### config.mk
export PLATFORM = sky130hd
export DESIGN_NAME = sram_port_ctrl
export DESIGN_NICKNAME = d
export VERILOG_FILES = /design/src/cycle_timer.v /design/src/sram_port_ctrl.v
export VERILOG_INCLUDE_DIRS = /design/src
export SDC_FILE = /design/constraint.sdc
export NUM_CORES = 1
export LEC_CHECK = 0
export ABC_AREA = 1
export BUFFER_PORTS_ARGS = -buffer_cell sky130_fd_sc_hd__clkbuf_2
export CAP_MARGIN = 20
export CORE_MARGIN = 2
export CORE_UTILIZATION = 40
export CTS_CLUSTER_DIAMETER = 40
export DETAILED_ROUTE_END_ITERATION = 12
export PLACE_DENSITY = 0.68
export SETUP_SLACK_MARGIN = 0.05
export SYNTH_ARGS = -nofsm -noshare
export SYNTH_HDL_FRONTEND = slang
export SYNTH_HIERARCHICAL = 1
export SYNTH_SLANG_ARGS = --single-unit
### constraint.sdc
create_clock -name clk -period 2.2 [get_ports clk]
set_input_delay 0.22 -clock clk [delete_from_list [all_inputs] [get_ports clk]]
set_output_delay 0.22 -clock clk [all_outputs]
set_load 0.02 [all_outputs]
### src/sram_port_consts.vh
// constants for the asynchronous byte-wide static memory controller
// assumes a 40 MHz system clock; included by the controller files
`ifndef SRAM_PORT_CONSTS_VH
`define SRAM_PORT_CONSTS_VH

// ----------------------------------------------------------------
// widths
// ----------------------------------------------------------------
`define ADDR_W 16
`define DATA_W 8
`define CNT_W 4

// ----------------------------------------------------------------
// clock and timing (ns as printed, cycles derived)
// ----------------------------------------------------------------
`define CLK_PERIOD_NS 25
`define T_RC_NS 15
`define T_WC_NS 15
`define T_PWE_NS 12
`define T_SD_NS 8
`define T_AA_NS 15
`define T_HZWE_NS 7
// least times round up, never below one cycle
`define CYC_UP(ns) ((((ns) + `CLK_PERIOD_NS - 1) / `CLK_PERIOD_NS) < 1 ? 1 : \
    (((ns) + `CLK_PERIOD_NS - 1) / `CLK_PERIOD_NS))
`define RD_CYC `CYC_UP(`T_RC_NS + `T_AA_NS)
`define WR_CYC `CYC_UP(`T_WC_NS)
`define PWE_CYC `CYC_UP(`T_PWE_NS + `T_HZWE_NS)

`define CNT_ZERO 4'h0
`define CNT_ONE 4'h1

`endif

### src/cycle_timer.v
// down counter that measures a minimum number of clock cycles
// assumes load and the count come from the controller, same clock
`timescale 1ns/100ps
`default_nettype none
`include "sram_port_consts.vh"

module cycle_timer (
    input wire clk,
    input wire rst_n,
    input wire load,
    input wire [`CNT_W-1:0] load_val,
    output wire done
);

    reg [`CNT_W-1:0] cnt_r;

    always @(posedge clk or negedge rst_n) begin
        if (!rst_n) begin
            cnt_r <= `CNT_ZERO;
        end else if (load) begin
            cnt_r <= load_val;
        end else if (cnt_r != `CNT_ZERO) begin
            cnt_r <= cnt_r - `CNT_ONE;
        end
    end

    assign done = (cnt_r == `CNT_ZERO);

endmodule
`default_nettype wire

### src/sram_port_ctrl.v
// controller that drives a 64k x 8 asynchronous static memory
// assumes one request at a time on req_valid/req_ready; memory inputs synchronous
`timescale 1ns/100ps
`default_nettype none
`include "sram_port_consts.vh"

module sram_port_ctrl (
    input wire clk,
    input wire rst_n,
    input wire req_valid,
    input wire req_write,
    input wire [`ADDR_W-1:0] req_addr,
    input wire [`DATA_W-1:0] req_wdata,
    output wire req_ready,
    output reg rsp_valid,
    output reg [`DATA_W-1:0] rsp_rdata,
    output reg [`ADDR_W-1:0] addr_lines,
    output reg select_active_low_n,
    output reg select_active_high,
    output reg out_gate_n,
    output reg write_strobe_n,
    input wire [`DATA_W-1:0] data_lines_in,
    output reg [`DATA_W-1:0] data_lines_out,
    output reg data_lines_oe
);

    // ----------------------------------------------------------------
    // state and timer
    // ----------------------------------------------------------------
    localparam [2:0] ST_IDLE = 3'h0;
    localparam [2:0] ST_RD = 3'h1;
    localparam [2:0] ST_WR_OFF = 3'h2;
    localparam [2:0] ST_WR = 3'h3;
    localparam [2:0] ST_WR_END = 3'h4;

    // cycle figures are integers; cut to the timer width on purpose
    localparam integer RD_CYC_I = `RD_CYC;
    localparam integer PWE_CYC_I = `PWE_CYC;
    localparam [`CNT_W-1:0] RD_LOAD = RD_CYC_I[`CNT_W-1:0];
    localparam [`CNT_W-1:0] PWE_LOAD = PWE_CYC_I[`CNT_W-1:0];

    reg [2:0] state_r;
    reg [2:0] state_nxt;
    reg tmr_load;
    reg [`CNT_W-1:0] tmr_val;
    wire tmr_done;
    reg [`ADDR_W-1:0] addr_lines_nxt;
    reg select_active_low_n_nxt;
    reg select_active_high_nxt;
    reg out_gate_n_nxt;
    reg write_strobe_n_nxt;
    reg [`DATA_W-1:0] data_lines_out_nxt;
    reg data_lines_oe_nxt;
    reg rsp_valid_nxt;
    reg [`DATA_W-1:0] rsp_rdata_nxt;

    cycle_timer u_timer (
        .clk(clk),
        .rst_n(rst_n),
        .load(tmr_load),
        .load_val(tmr_val),
        .done(tmr_done)
    );

    // ----------------------------------------------------------------
    // request side
    // ----------------------------------------------------------------
    // one access at a time, so no request is ever queued
    assign req_ready = (state_r == ST_IDLE);

    // ----------------------------------------------------------------
    // timer control
    // ----------------------------------------------------------------
    // done shows as soon as the count is zero and the state leaves one edge later, so each phase lasts load + 1 cycles
    always @* begin
        tmr_load = 1'b0;
        tmr_val = `CNT_ZERO;
        if (state_r == ST_IDLE && req_valid) begin
            tmr_load = 1'b1;
            if (req_write) begin
                tmr_val = PWE_LOAD;
            end else begin
                tmr_val = RD_LOAD;
            end
        end else if (state_r == ST_WR_OFF) begin
            tmr_load = 1'b1;
            tmr_val = PWE_LOAD;
        end
    end

    // ----------------------------------------------------------------
    // sequencer
    // ----------------------------------------------------------------
    always @* begin
        state_nxt = state_r;
        case (state_r)
            ST_IDLE: begin
                if (req_valid && req_write) begin
                    state_nxt = ST_WR_OFF;
                end else if (req_valid) begin
                    state_nxt = ST_RD;
                end
            end
            ST_RD: begin
                if (tmr_done) begin
                    state_nxt = ST_IDLE;
                end
            end
            ST_WR_OFF: begin
                // one cycle with the gate high before the bus is driven
                state_nxt = ST_WR;
            end
            ST_WR: begin
                if (tmr_done) begin
                    state_nxt = ST_WR_END;
                end
            end
            ST_WR_END: begin
                state_nxt = ST_IDLE;
            end
            default: begin
                // unused codes fall back to idle
                state_nxt = ST_IDLE;
            end
        endcase
    end

    // ----------------------------------------------------------------
    // next values of the memory pins and the answer
    // ----------------------------------------------------------------
    always @* begin
        addr_lines_nxt = addr_lines;
        select_active_low_n_nxt = select_active_low_n;
        select_active_high_nxt = select_active_high;
        out_gate_n_nxt = out_gate_n;
        write_strobe_n_nxt = write_strobe_n;
        data_lines_out_nxt = data_lines_out;
        data_lines_oe_nxt = data_lines_oe;
        rsp_valid_nxt = 1'b0;
        rsp_rdata_nxt = rsp_rdata;
        case (state_r)
            ST_IDLE: begin
                if (req_valid) begin
                    // address set with the selects in the same edge
                    addr_lines_nxt = req_addr;
                    select_active_low_n_nxt = 1'b0;
                    select_active_high_nxt = 1'b1;
                    write_strobe_n_nxt = 1'b1;
                    if (req_write) begin
                        // gate stays high so the memory never drives
                        out_gate_n_nxt = 1'b1;
                        data_lines_out_nxt = req_wdata;
                    end else begin
                        out_gate_n_nxt = 1'b0;
                        data_lines_oe_nxt = 1'b0;
                    end
                end
            end
            ST_RD: begin
                if (tmr_done) begin
                    // data sampled before selects drop, inside the hold time
                    rsp_rdata_nxt = data_lines_in;
                    rsp_valid_nxt = 1'b1;
                    out_gate_n_nxt = 1'b1;
                    select_active_low_n_nxt = 1'b1;
                    select_active_high_nxt = 1'b0;
                end
            end
            ST_WR_OFF: begin
                // bus drive only starts once the memory gate is off
                data_lines_oe_nxt = 1'b1;
                write_strobe_n_nxt = 1'b0;
            end
            ST_WR: begin
                if (tmr_done) begin
                    // only the strobe ends the window; data still held
                    write_strobe_n_nxt = 1'b1;
                end
            end
            ST_WR_END: begin
                // release after the ending edge: zero hold is enough
                data_lines_oe_nxt = 1'b0;
                // gate still high, so deselect never exposes read data
                select_active_low_n_nxt = 1'b1;
                select_active_high_nxt = 1'b0;
                rsp_valid_nxt = 1'b1;
            end
            default: begin
                rsp_valid_nxt = 1'b0;
            end
        endcase
    end

    // ----------------------------------------------------------------
    // pin registers
    // ----------------------------------------------------------------
    // every memory pin leaves a flip-flop, so no glitch reaches the strobe
    always @(posedge clk or negedge rst_n) begin
        if (!rst_n) begin
            state_r <= ST_IDLE;
            addr_lines <= {`ADDR_W{1'b0}};
            select_active_low_n <= 1'b1;
            select_active_high <= 1'b0;
            out_gate_n <= 1'b1;
            write_strobe_n <= 1'b1;
            data_lines_out <= {`DATA_W{1'b0}};
            data_lines_oe <= 1'b0;
            rsp_valid <= 1'b0;
            rsp_rdata <= {`DATA_W{1'b0}};
        end else begin
            state_r <= state_nxt;
            addr_lines <= addr_lines_nxt;
            select_active_low_n <= select_active_low_n_nxt;
            select_active_high <= select_active_high_nxt;
            out_gate_n <= out_gate_n_nxt;
            write_strobe_n <= write_strobe_n_nxt;
            data_lines_out <= data_lines_out_nxt;
            data_lines_oe <= data_lines_oe_nxt;
            rsp_valid <= rsp_valid_nxt;
            rsp_rdata <= rsp_rdata_nxt;
        end
    end

endmodule
`default_nettype wire

==> results of run 1 <==
[through the flow]
step | utilization, % | power, mW | hold WS [ns] | std cells | setup slack, ns
after CTS | 52.9 | 3.96 | 0.0139 | 377 | 0.382
after global placement | 50.6 | 3.31 | 0.337 | 369 | 0.457
after detailed placement | 50.6 | 3.35 | 0.333 | 369 | 0.408
after global routing | 52.9 | 4.26 | 0.0476 | 377 | 0.172
final | 52.9 | 3.92 | -0.00136 | 377 | 0.397
after floorplan | - | 2.78 | -0.0756 | 231 | 0.621
[logic make-up after synthesis]
family	count (synthesis)	synth area share (%)
adders and majority gates	1	0.638
buffers and inverters	31	7.08
other	1	0.191
and+or+nand+nor	130	28.6
xor gates and xnor gates	1	0.447
AOI/OAI and AO/OA	21	5.48
DFF	45	57.6
[layout by cell type, fill, tap and decap left out]
| cell type | netlist | layout |
|---|---|---|
| nand2_2 | 1 | 1 |
| bufinv_16 | 0 | 1 |
| nand2_4 | 1 | 1 |
| o21ai_0 | 15 | 15 |
| buf_4 | 1 | 1 |
| clkinv_2 | 0 | 1 |
| xnor2_1 | 1 | 1 |
| inv_2 | 1 | 1 |
| ha_1 | 1 | 1 |
| clkbuf_1 | 0 | 1 |
| nand3_1 | 16 | 16 |
| nor2_4 | 1 | 1 |
| nor3_1 | 1 | 1 |
| clkbuf_2 | 0 | 74 |
| inv_4 | 1 | 1 |
| clkinv_1 | 1 | 1 |
| a21oi_1 | 5 | 5 |
| nor2_1 | 5 | 5 |
| dfrtp_1 | 42 | 42 |
| clkbuf_8 | 0 | 5 |
| nor2_8 | 1 | 1 |
| inv_1 | 24 | 24 |
| dfstp_2 | 3 | 3 |
| o31ai_1 | 1 | 1 |
| nand2_1 | 100 | 100 |
| conb_1 | 1 | 2 |
| nand3_2 | 2 | 2 |
| nor2_2 | 2 | 2 |
[report_power, final]
group	switching (mW)	internal (mW)
combinational	1.23	0.599
sequential	0.255	1.24
clock	0.263	0.337
total	1.74	2.18
[flip-flops by register name (all words and copies together), names as in the netlist]
register	flops
data_lines_oe	1
select_active_low_n	1
addr_lines	16
data_lines_out	8
rsp_valid	1
rsp_rdata	8
u_timer/cnt_r	4
state_r	3
write_strobe_n	1
select_active_high	1
out_gate_n	1
[final cells by class]
cell class	count	area, sq um	area share (%)
clock inverters	2	35.0	1.40
repair buffers	75	378	15.1
inverters	27	104	4.15
multi-input cells	155	697	27.9
well taps	67	83.8	3.35
flip-flops and latches	45	1130	45.2
clock buffers	6	72.6	2.90
[final timing paths]
check / slack (ns) / from / depth (start not counted) / end
min in group clk: 0.12 / req_addr[8] / 3 / addr_lines[8]
min: -0.001 / rst_n / 2 / addr_lines[3]
min reg2reg: 0.47 / write_strobe_n / 2 / write_strobe_n
max reg2reg: 0.40 / state_r[2] / 10 / u_timer/cnt_r[3]
max in group asynchronous: 1.82 / rst_n / 2 / u_timer/cnt_r[1]
max: 0.40 / state_r[2] / 10 / u_timer/cnt_r[3]
[metal layers]
metal  global-route usage, %  routed length, um  vias up
met3                    3.79                250        4
li1                        -                  -      861
met4                    7.88                 36        0
met5                       0                  0        -
met2                    25.0               1910       52
met1                    20.8               1850      727
==> results, run 1 <==
- The run finished, with violations left.
- The checks that failed: hold timing.
- Yosys attributes the largest share of cell area to dfrtp_1, nand2_1, inv_1.
- The largest net degree at the start of global routing is 46.
- The remaining number of nets flagged by the antenna check after routing is 0.
- The cell type contributing the most total cell area after synthesis is dfrtp_1.
- The slowest cell on the critical path is dfrtp_1.
- The floorplan step set the die height to 74.0 um.
- The average vias per placed instance is 4.36.
- The core area is 0.00472 sq mm.
- The clock root buffer is clkbuf_8.
- The warning count from the yosys run is 6.
- The total power divided by cell area is 1570 mW/mm^2.
- The first global-routing pass estimated 6.73 mm of wire.
- The row count is 25.
- The worst-case vdd ir drop is 0.661 mV.
- The number of endpoints failing setup at the final stage is 0.
- The cell area after technology mapping is 0.00196 sq mm.
- The leakage power of the design is 1.48 nW.
- The CTS tree is yes.
- The critical path startpoint category is a flop.
- Global routing consumed, over all layers together, 15.9% of the routing resources.
- The worst path needs 1.80 ns of the cycle, external delays included.
- The number of buffers added by the clock tree synthesis step is 5.
- The critical path in this run is classified as reg2reg.
- After synthesis, the mean cell area works out to 8.53 sq um.
- The die area is 0.00548 sq mm.
- For this run, the detailed router's first-pass iteration total came to 4.
- The fraction of synthesis flops using an asynchronous set or reset pin is 100%.
- Setup repair after global routing left no endpoint under its margin.
- On the critical path the largest part of the delay comes from simple AND/OR/NAND/NOR gates.
- Summed over all layers, the global routing overflow is 0.
- Synthesis produced 230 cells.
- Clock skew on the completed layout was measured at 0.00959 ns.
- The number of input and output port buffers inserted is 74.
- At the pin with the least slew margin, the transition time is 0.552 ns.
- The number of antenna cells inserted is 0.
- The synthesized netlist contains 25 unique library cells.
- The via count of the first global-routing pass is 1513.
- The highest net fanout along the worst path is 19.
- At the worst endpoint, the required time is 2.38 ns.
- The clock reaches the later pin of the worst-skew pair after 0.29 ns.
- The initial antenna violation count was 0.
- The number of hold-slack violations in the final timing report came to 9.
- The number of nets in the layout is 346.
- The post-detailed-route wirelength per cell is 10.7 um.
- The accumulated negative setup slack is 0 ns.
- The cell with the most instances after synthesis is nand2_1.
- After detailed routing, the number of remaining DRC violations is 0.
- Based on the critical path, the design can be clocked at up to 0.554 GHz.
- For this block, the initial DRC count from the detailed router was 64.
- Measured along the x axis, the die boundary spans 74.0 um.
- Sorting the synthesized cells by how often they occur yields nand2_1, dfrtp_1, inv_1.
- The clock net sink count is 45.
- The most used flip-flop cell after synthesis is dfrtp_1.
- The cell occurring most often along the worst timing path is nand2_1.
- The tightest hold margin is -0.00136 ns.
- Walking the worst path, the cells encountered are nor2_4 -> nand2_4 -> nor2_8 -> inv_4 -> nand2_1 -> inv_1 -> nand2_1 -> inv_1 -> nand2_1 -> nand2_1.
- The ratio of cells with drive above 1 in the final layout is 30.6%.
- On the worst path, the slowest cell contributes a delay of 0.48 ns.
- The post-cts repair resize count is 0.
- The class of the tightest hold or removal check is in2async.
- The buffer count from post-CTS setup fixing is 0.
- In this run the tightest slew margin relative to its limit is 63.2%.
- For this configuration, the core starts out at a cell density of 41.5%.
- The register area share after synthesis is 57.6%.
- Summing all non-filler instances in the final layout gives an area of 0.00250 sq mm.
- The final-report max-slew violation count was 0.
- The detailed-placement wirelength estimate is 2.97 mm.
- Once placement finished, the instance area stood at 0.00239 sq mm.
- Compared with the post-synthesis result, the final layout area differs by 27.4%.
- The tool flagged a number of max-cap violations equal to 0.
- For this block, the routed nets add up to 4.05 mm of wire.
- The period utilization is 82.0%.
- Synthesis inferred 45 register bits.
- The capturing element type of the critical path is a flop.
- The buffer depth of the longest clock path is 2.
- Clock-pin slew was measured on the worst setup and hold paths at 0.08 ns.
- In this run, post-CTS hold repair placed 0 buffers.
- The count of H-tree levels built during CTS is 2.
- The critical path buffer and inverter count is 3.
- The count of flip-flops with a built-in enable after synthesis is 0.
- The filler cell count in the final layout is 456.
- The arrival time at the worst endpoint is 1.99 ns.
- The area share of the largest cell type after synthesis is 53.6%.
- The I/O pin count is 75.
- At the end of routability-driven placement, the weighted congestion stood at 0.815.
- Summing over every cut layer, the via total after detailed routing is 1644.
No activity file was read; power rests on OpenSTA's default activity.
==> run 2: changes to the inputs <==
==> constraint.sdc (replaced) <==
create_clock -name clk -period 1.7 [get_ports clk]
set_input_delay 0.17 -clock clk [delete_from_list [all_inputs] [get_ports clk]]
set_output_delay 0.17 -clock clk [all_outputs]
set_load 0.02 [all_outputs]
==> results, run 2 (synthesis results as in run 1) <==
- TritonCTS built the clock tree.
- The clock net sink count is 45.
- The final-report max-slew violation count is 0.
- The worst slew margin relative to its limit is 62.3%.
- For this block, the via count after detailed routing is 1711.
- On the critical path, the stage with the largest delay is an instance of dfrtp_2.
- Data on the critical path arrives at its endpoint at 1.40 ns.
- Clock skew on the completed layout was measured at 0.00746 ns.
- For this run, the detailed router's first-pass iteration total came to 4.
- The library cell used most frequently in the layout, excluding fill and tap cells, is nand2_1.
- The final critical-path setup slack is 0.133 ns.
- The number of endpoints failing setup at the final stage is 0.
- The accumulated negative setup slack is 0 ns.
- The clock network latency to the later pin of the worst-skew pair is 0.30 ns.
- The leakage power of the design is 1.52 nW.
- Detailed placement ended at an HPWL of 2.95 mm.
- The area growth from synthesis to layout is 31.5%.
- The number of nets in the layout is 354.
- The average vias per placed instance is 4.44.
- The critical path startpoint category is a flop.
- The shortest clock period the worst path allows after layout is 1.57 ns.
- The register with the most flip-flops in the layout has 16 of them.
- Timing would allow up to 0.638 GHz.
- The I/O pin count is 75.
- In this run the standard cell core region covers 0.00472 sq mm.
- In the final layout, the registers with the most flip-flops are addr_lines x16, data_lines_out x8, rsp_rdata x8.
- The total power divided by cell area is 2030 mW/mm^2.
- The final layout contains routed wiring with a total length of 4.10 mm.
- In this run the clock root is driven by a clkbuf_8.
- In the routed design, unresolved DRC markers number 0.
- The overall overflow remaining after global route is 0.
- The worst setup path is captured at an output pin.
- The via count of the first global-routing pass is 1592.
- The number of input and output port buffers inserted is 74.
- The die area is 0.00548 sq mm.
- Global routing consumed, over all layers together, 16.4% of the routing resources.
- The max capacitance violation total is 0.
- Traced cell by cell, the critical path runs through nor2_4 -> nand2_4 -> inv_2 -> buf_4 -> clkbuf_2.
- The critical path in this run is classified as reg2out.
- The net switching power of the design is 2.28 mW.
- Setup repair after global routing could not meet its margin everywhere.
- The remaining number of nets flagged by the antenna check after routing is 0.
- The number of antenna cells inserted is 0.
- The register containing the most flip-flops in the final layout is addr_lines.
- The first-pass GRT wire length is 7.00 mm.
- The sequential power share is 36.3%.
- The transition time at the pin with the least slew margin is 0.565 ns.
- The share of power burned in combinational logic is 47.9%.
- The post-detailed-route wirelength per cell is 10.6 um.
- For this configuration, the core starts out at a cell density of 41.5%.
- The final RePlAce weighted congestion is 0.785.
- The number of buffers added by the clock tree synthesis step is 5.
- The detailed router finished its first iteration with 61 violations.
- Across the VDD grid, the largest voltage drop is 0.786 mV.
- Once the clock tree was built, the setup fixing pass inserted 0 buffers.
- The clock network fraction of design power is 15.8%.
- The clock tree synthesis step divided the H-tree into 2 levels.
- The ratio of cells with drive above 1 in the final layout is 32.4%.
- The number of hold-slack violations in the final timing report is 0.
- The die is 74.0 um tall.
- In this run the core area contains 25 standard-cell rows.
- Along the worst path, the maximum fanout reaches 9.
- The buffer depth of the longest clock path is 2.
- The cell internal power dissipation is 2.95 mW.
- The worst slack at placement is 0.178 ns.
- Fill cells in the final layout number 454.
- The run finished with clean final reports.
- Entering global routing, the biggest net connects 46 pins.
- The floorplan step set the die width to 74.0 um.
- The peak per-stage delay on the critical path is 0.47 ns.
- In this run the worst hold path is classified as in2reg.
- The required arrival time at the worst endpoint is 1.53 ns.
- The library cells used most frequently in the layout, excluding fill and tap cells, are nand2_1, clkbuf_2, dfrtp_1.
- The initial antenna violation count was 0.
- After clock tree synthesis, the clock-pin slew on the worst setup and hold paths is 0.08 ns.
- The period utilization is 92.2%.
- The switching part of the total is 43.6%.
[run 2: repair_timing]
action                                  CTS  global route
resized for setup                         0             2
endpoints found under the setup margin    0            10
hold buffers                              1             0
hold endpoints to repair                 42             0
[run 2: final timing paths]
path | start | slack [ns] | depth (start not counted) | end
min in group asynchronous | rst_n | 0.48 | 3 | rsp_rdata[5]
worst max-delay path | state_r[2] | 0.13 | 5 | req_ready
worst min-delay path | req_addr[9] | 0.07 | 3 | addr_lines[9]
worst min register to register | write_strobe_n | 0.46 | 2 | write_strobe_n
max in group asynchronous | rst_n | 0.81 | 3 | state_r[2]
worst max register to register | u_timer/cnt_r[0] | 0.19 | 8 | select_active_low_n
[run 2: final cells by class]
type / instances / area, sq um / area share, %
Tap cell: 67 / 83.8 / 3.25
Sequential cell: 45 / 1130 / 43.8
Clock buffer: 7 / 86.3 / 3.35
Multi-Input combinational cell: 155 / 704 / 27.3
Inverter: 27 / 104 / 4.03
Clock inverter: 1 / 30.0 / 1.16
Timing Repair Buffer: 83 / 440 / 17.1
[run 2: routing by layer]
layer	track usage [%]	vias up	share of wire [%]
met1	21.0	782	44
li1	-	880	-
met2	26.7	43	49
met3	4.74	6	5.7
met4	5.86	0	1.5
met5	0	-	0
[run 2: power by group through the flow]
stage	Clock, mW	Combinational [mW]	Sequential [mW]
2_1_floorplan	0	1.17	2.42
3_3_place_gp	0	2.47	1.91
3_5_place_dp	0	2.52	1.92
4_1_cts	0.859	2.53	1.90
5_1_grt	0.886	2.84	1.98
6_report	0.826	2.51	1.90
[run 2: per-stage QoR]
stage | power (mW) | utilization (%) | area, sq um | instances | hold slack [ns]
6_report | 5.23 | 54.6 | 2580 | 385 | 0.0652
3_3_place_gp | 4.39 | 51.8 | 2440 | 376 | 0.288
3_5_place_dp | 4.44 | 51.8 | 2440 | 376 | 0.291
4_1_cts | 5.29 | 54.4 | 2570 | 385 | 0.0561
2_1_floorplan | 3.60 | - | 1970 | 231 | -0.126
5_1_grt | 5.70 | 54.6 | 2580 | 385 | 0.0693
[run 2: critical path, delay by kind of cell (launching register included)]
family / cells / cell delay, ns
DFF: 1 / 0.47
buffers and inverters: 3 / 0.40
and+or+nand+nor: 2 / 0.24
==> run 3: changes to the inputs <==
--- a/config.mk
+++ b/config.mk
@@ -6,14 +6,13 @@
 export SDC_FILE = /design/constraint.sdc
 export NUM_CORES = 1
 export LEC_CHECK = 0
-export ABC_AREA = 1
 export BUFFER_PORTS_ARGS = -buffer_cell sky130_fd_sc_hd__clkbuf_2
 export CAP_MARGIN = 20
 export CORE_MARGIN = 2
 export CORE_UTILIZATION = 40
 export CTS_CLUSTER_DIAMETER = 40
 export DETAILED_ROUTE_END_ITERATION = 12
-export PLACE_DENSITY = 0.68
+export PLACE_DENSITY = 0.69
 export SETUP_SLACK_MARGIN = 0.05
 export SYNTH_ARGS = -nofsm -noshare
 export SYNTH_HDL_FRONTEND = slang
==> results, run 3 <==
- Once detailed placement completed, the half-perimeter wirelength came to 2.64 mm.
- The count of different cell masters after synthesis is 33.
- Dividing the final minimum period by the clock period gives 92.8%.
- The register with the most flip-flops in the layout has 16 of them.
- Across the whole layout, storage elements account for 0.00113 sq mm.
- The clock transition time at the flip-flop clock pins of the worst setup and hold paths is 0.09 ns.
- The cell with the most instances after synthesis is dfrtp_1.
- Broken down by cell family, the worst path's largest delay share belongs to simple AND/OR/NAND/NOR gates.
- The largest registers in the layout are addr_lines x16, data_lines_out x8, rsp_rdata x8.
- The final RePlAce weighted congestion is 0.746.
- In this run the power density over the cells is 1970 mW/mm^2.
- After technology mapping, the gate count stands at 132.
- The average vias per placed instance is 4.74.
- The share of the Yosys chip area taken by registers is 59.3%.
- At the pin with the least slew margin, the transition time is 0.552 ns.
- The worst setup path is launched from a flop.
- The post-route standard cell area excluding fillers is 0.00254 sq mm.
- The worst clock skew on the final layout is 0.00759 ns.
- The routed design has 3.70 mm of wire.
- Of all cell types, the one taking the most synthesized area is dfrtp_1.
- The largest net degree at the start of global routing is 46.
- Timing would allow up to 0.634 GHz.
- On the worst path, the slowest cell contributes a delay of 0.39 ns.
- TritonCTS built the clock tree.
- The critical path start-end classification is reg2reg.
- Among all flip-flop cells after synthesis, the most frequent one is dfrtp_1.
- The register containing the most flip-flops in the final layout is addr_lines.
- The filler cell count in the final layout is 399.
- The startpoint identified for the worst hold timing path is data_lines_in[6].
- Traced cell by cell, the critical path runs through inv_2 -> ha_4 -> nor3b_4 -> and4bb_2 -> mux2_4.
- For this run, the detailed router's first-pass iteration total came to 4.
- The critical register-to-register path startpoint is u_timer/cnt_r[0].
- The critical path launch point is u_timer/cnt_r[0].
- The finished layout holds 275 standard cells, fillers aside.
- The shortest clock period the worst path allows after layout is 1.58 ns.
- The DRC violation total after the first TritonRoute iteration is 48.
- The row count is 25.
- The synthesized design devotes to its leading area cell type 55.2% of total area.
- The number of input and output port buffers inserted is 74.
- The clock network latency to the later pin of the worst-skew pair is 0.29 ns.
- In the layout the commonest cells are clkbuf_2, dfrtp_1, mux2_2.
- The worst slew margin relative to its limit is 63.2%.
- Data arrives at the worst endpoint at 1.76 ns.
- The all-layer global routing usage is 13.6%.
- The I/O pin count is 75.
- Clock tree synthesis selected as its root buffer the cell clkbuf_8.
- Synthesis inferred 45 register bits.
- Setup violations remaining at the end of the flow were counted as 0.
- The buffer depth of the longest clock path is 2.
- The die height is 73 um.
- In the final layout, the share of cells above drive strength 1 is 61.5%.
- After synthesis, the mean cell area works out to 14.4 sq um.
- In this run, CTS created clock tree buffers numbering 5.
- After detailed routing, the average wire length per cell comes to 13.5 um.
- 0 antenna diodes ended up in the layout.
- The number of hold-slack violations in the final timing report was 0.
- The initial utilization of the core area, before any placement, comes to 40.9%.
- The slowest cell on the critical path is dfrtp_1.
- The via count of the first global-routing pass is 1260.
- The highest net fanout along the worst path is 4.
- After detailed placement, the design holds a cell count of 264.
- In this run the static leakage power is 1.26 nW.
- The synthesized netlist occupies a cell area of 0.00190 sq mm.
- By count the netlist is led by dfrtp_1, mux2_2, mux2_4.
- The die area is 0.00533 sq mm.
- The most common cell after layout, fill and taps aside is clkbuf_2.
- The post-route total power is 5.00 mW.
- The remaining number of nets flagged by the antenna check after routing is 0.
- The initial antenna violation count came to 0.
- The flow ran to the end, and the final reports show no timing, DRC or antenna violations.
- The warning count from the yosys run is 6.
- Max-cap violations in this run came to 0.
- The overall overflow remaining after global route is 0.
- From synthesis to final layout, the design area changed by 33.6%.
- The core area is 0.00466 sq mm.
- The first global-routing pass estimated 5.65 mm of wire.
- The count of H-tree levels built during CTS is 2.
- The vias after detailed routing is 1304.
- Together, buffers and inverters on the worst path number 1.
- The worst setup path is captured at a flop.
- Setup repair after global routing could not meet its margin everywhere.
- The number of DRC violations after detailed routing is 0.
- For this design, the sink count on the clock tree is 45.
- In this run the cell area measured after placement is 0.00240 sq mm.
- Counting flops with a built-in enable in the synthesized netlist gives 0.
- At the worst endpoint, the required time is 1.88 ns.
- The final-report max-slew violation count is 0.
- The worst-case vdd ir drop is 0.849 mV.
- The number of nets in the layout is 257.
- The die boundary width is 73 um.
- The multi-input logic area is 797 sq um.
- The class of the tightest hold or removal check is in2reg.
- By area the synthesized netlist is led by dfrtp_1, mux2_2, mux2_4.
- On the final layout, the worst hold slack is 0.102 ns.
- The fraction of synthesis flops using an asynchronous set or reset pin is 100%.
run 3: power breakdown:
| group | switching (mW) | total (mW) | internal (mW) | leakage, nW |
|---|---|---|---|---|
| registers | 0.338 | 1.95 | 1.61 | 0.535 |
| logic | 1.24 | 2.42 | 1.18 | 0.692 |
| clock network | 0.344 | 0.634 | 0.289 | 0.0374 |
| total | 1.92 | 5.00 | 3.08 | 1.26 |
run 3: final cells by class:
| type | count | share of cell area (%) |
|---|---|---|
| multi-input cells | 81 | 31.3 |
| flip-flops and latches | 45 | 44.4 |
| clock inverters | 2 | 0.590 |
| clock buffers | 6 | 2.85 |
| inverters | 2 | 0.295 |
| repair buffers | 85 | 17.9 |
| well taps | 54 | 2.65 |
run 3: path summary, 6_finish.rpt:
path | slack (ns) | to | cells past startpoint
worst max-delay path | 0.12 | rsp_rdata[1] | 5
worst min-delay path | 0.10 | rsp_rdata[6] | 2
worst max register to register | 0.12 | rsp_rdata[1] | 5
worst min register to register | 0.50 | select_active_high | 2
max in group asynchronous | 0.82 | write_strobe_n | 3
min in group asynchronous | 0.48 | rsp_rdata[4] | 3
run 3: through the flow:
stage          TNS, ns  utilization, %  setup slack [ns]
3_3_place_gp         0            51.6            0.0364
2_1_floorplan        0               -           0.00944
6_report             0            54.6             0.123
4_1_cts              0            53.8            0.0593
3_5_place_dp    -0.129            51.6           -0.0235
5_1_grt              0            54.6            0.0485
run 3: layer usage:
metal	global-route usage, %	vias up	wire length, um
li1	-	637	-
met1	17.0	611	1680
met2	22.5	49	1760
met3	4.28	7	229
met4	4.32	0	39
met5	0	-	0
run 3: repair_timing:
action                     4_1_cts  5_1_grt
gates resized for setup          1        4
hold endpoints to repair        42        0
cloned                           0        1
hold buffers                     1        0
setup endpoints to repair        8       11
setup buffers                    0        1
run 3: kinds of logic after synthesis:
family	synth area share, %
DFF	59.3
muxes	22.1
and+or+nand+nor	10.1
AOI/OAI and AO/OA	4.60
buffers and inverters	2.56
adders and majority gates	0.657
other	0.197
xor gates and xnor gates	0.460
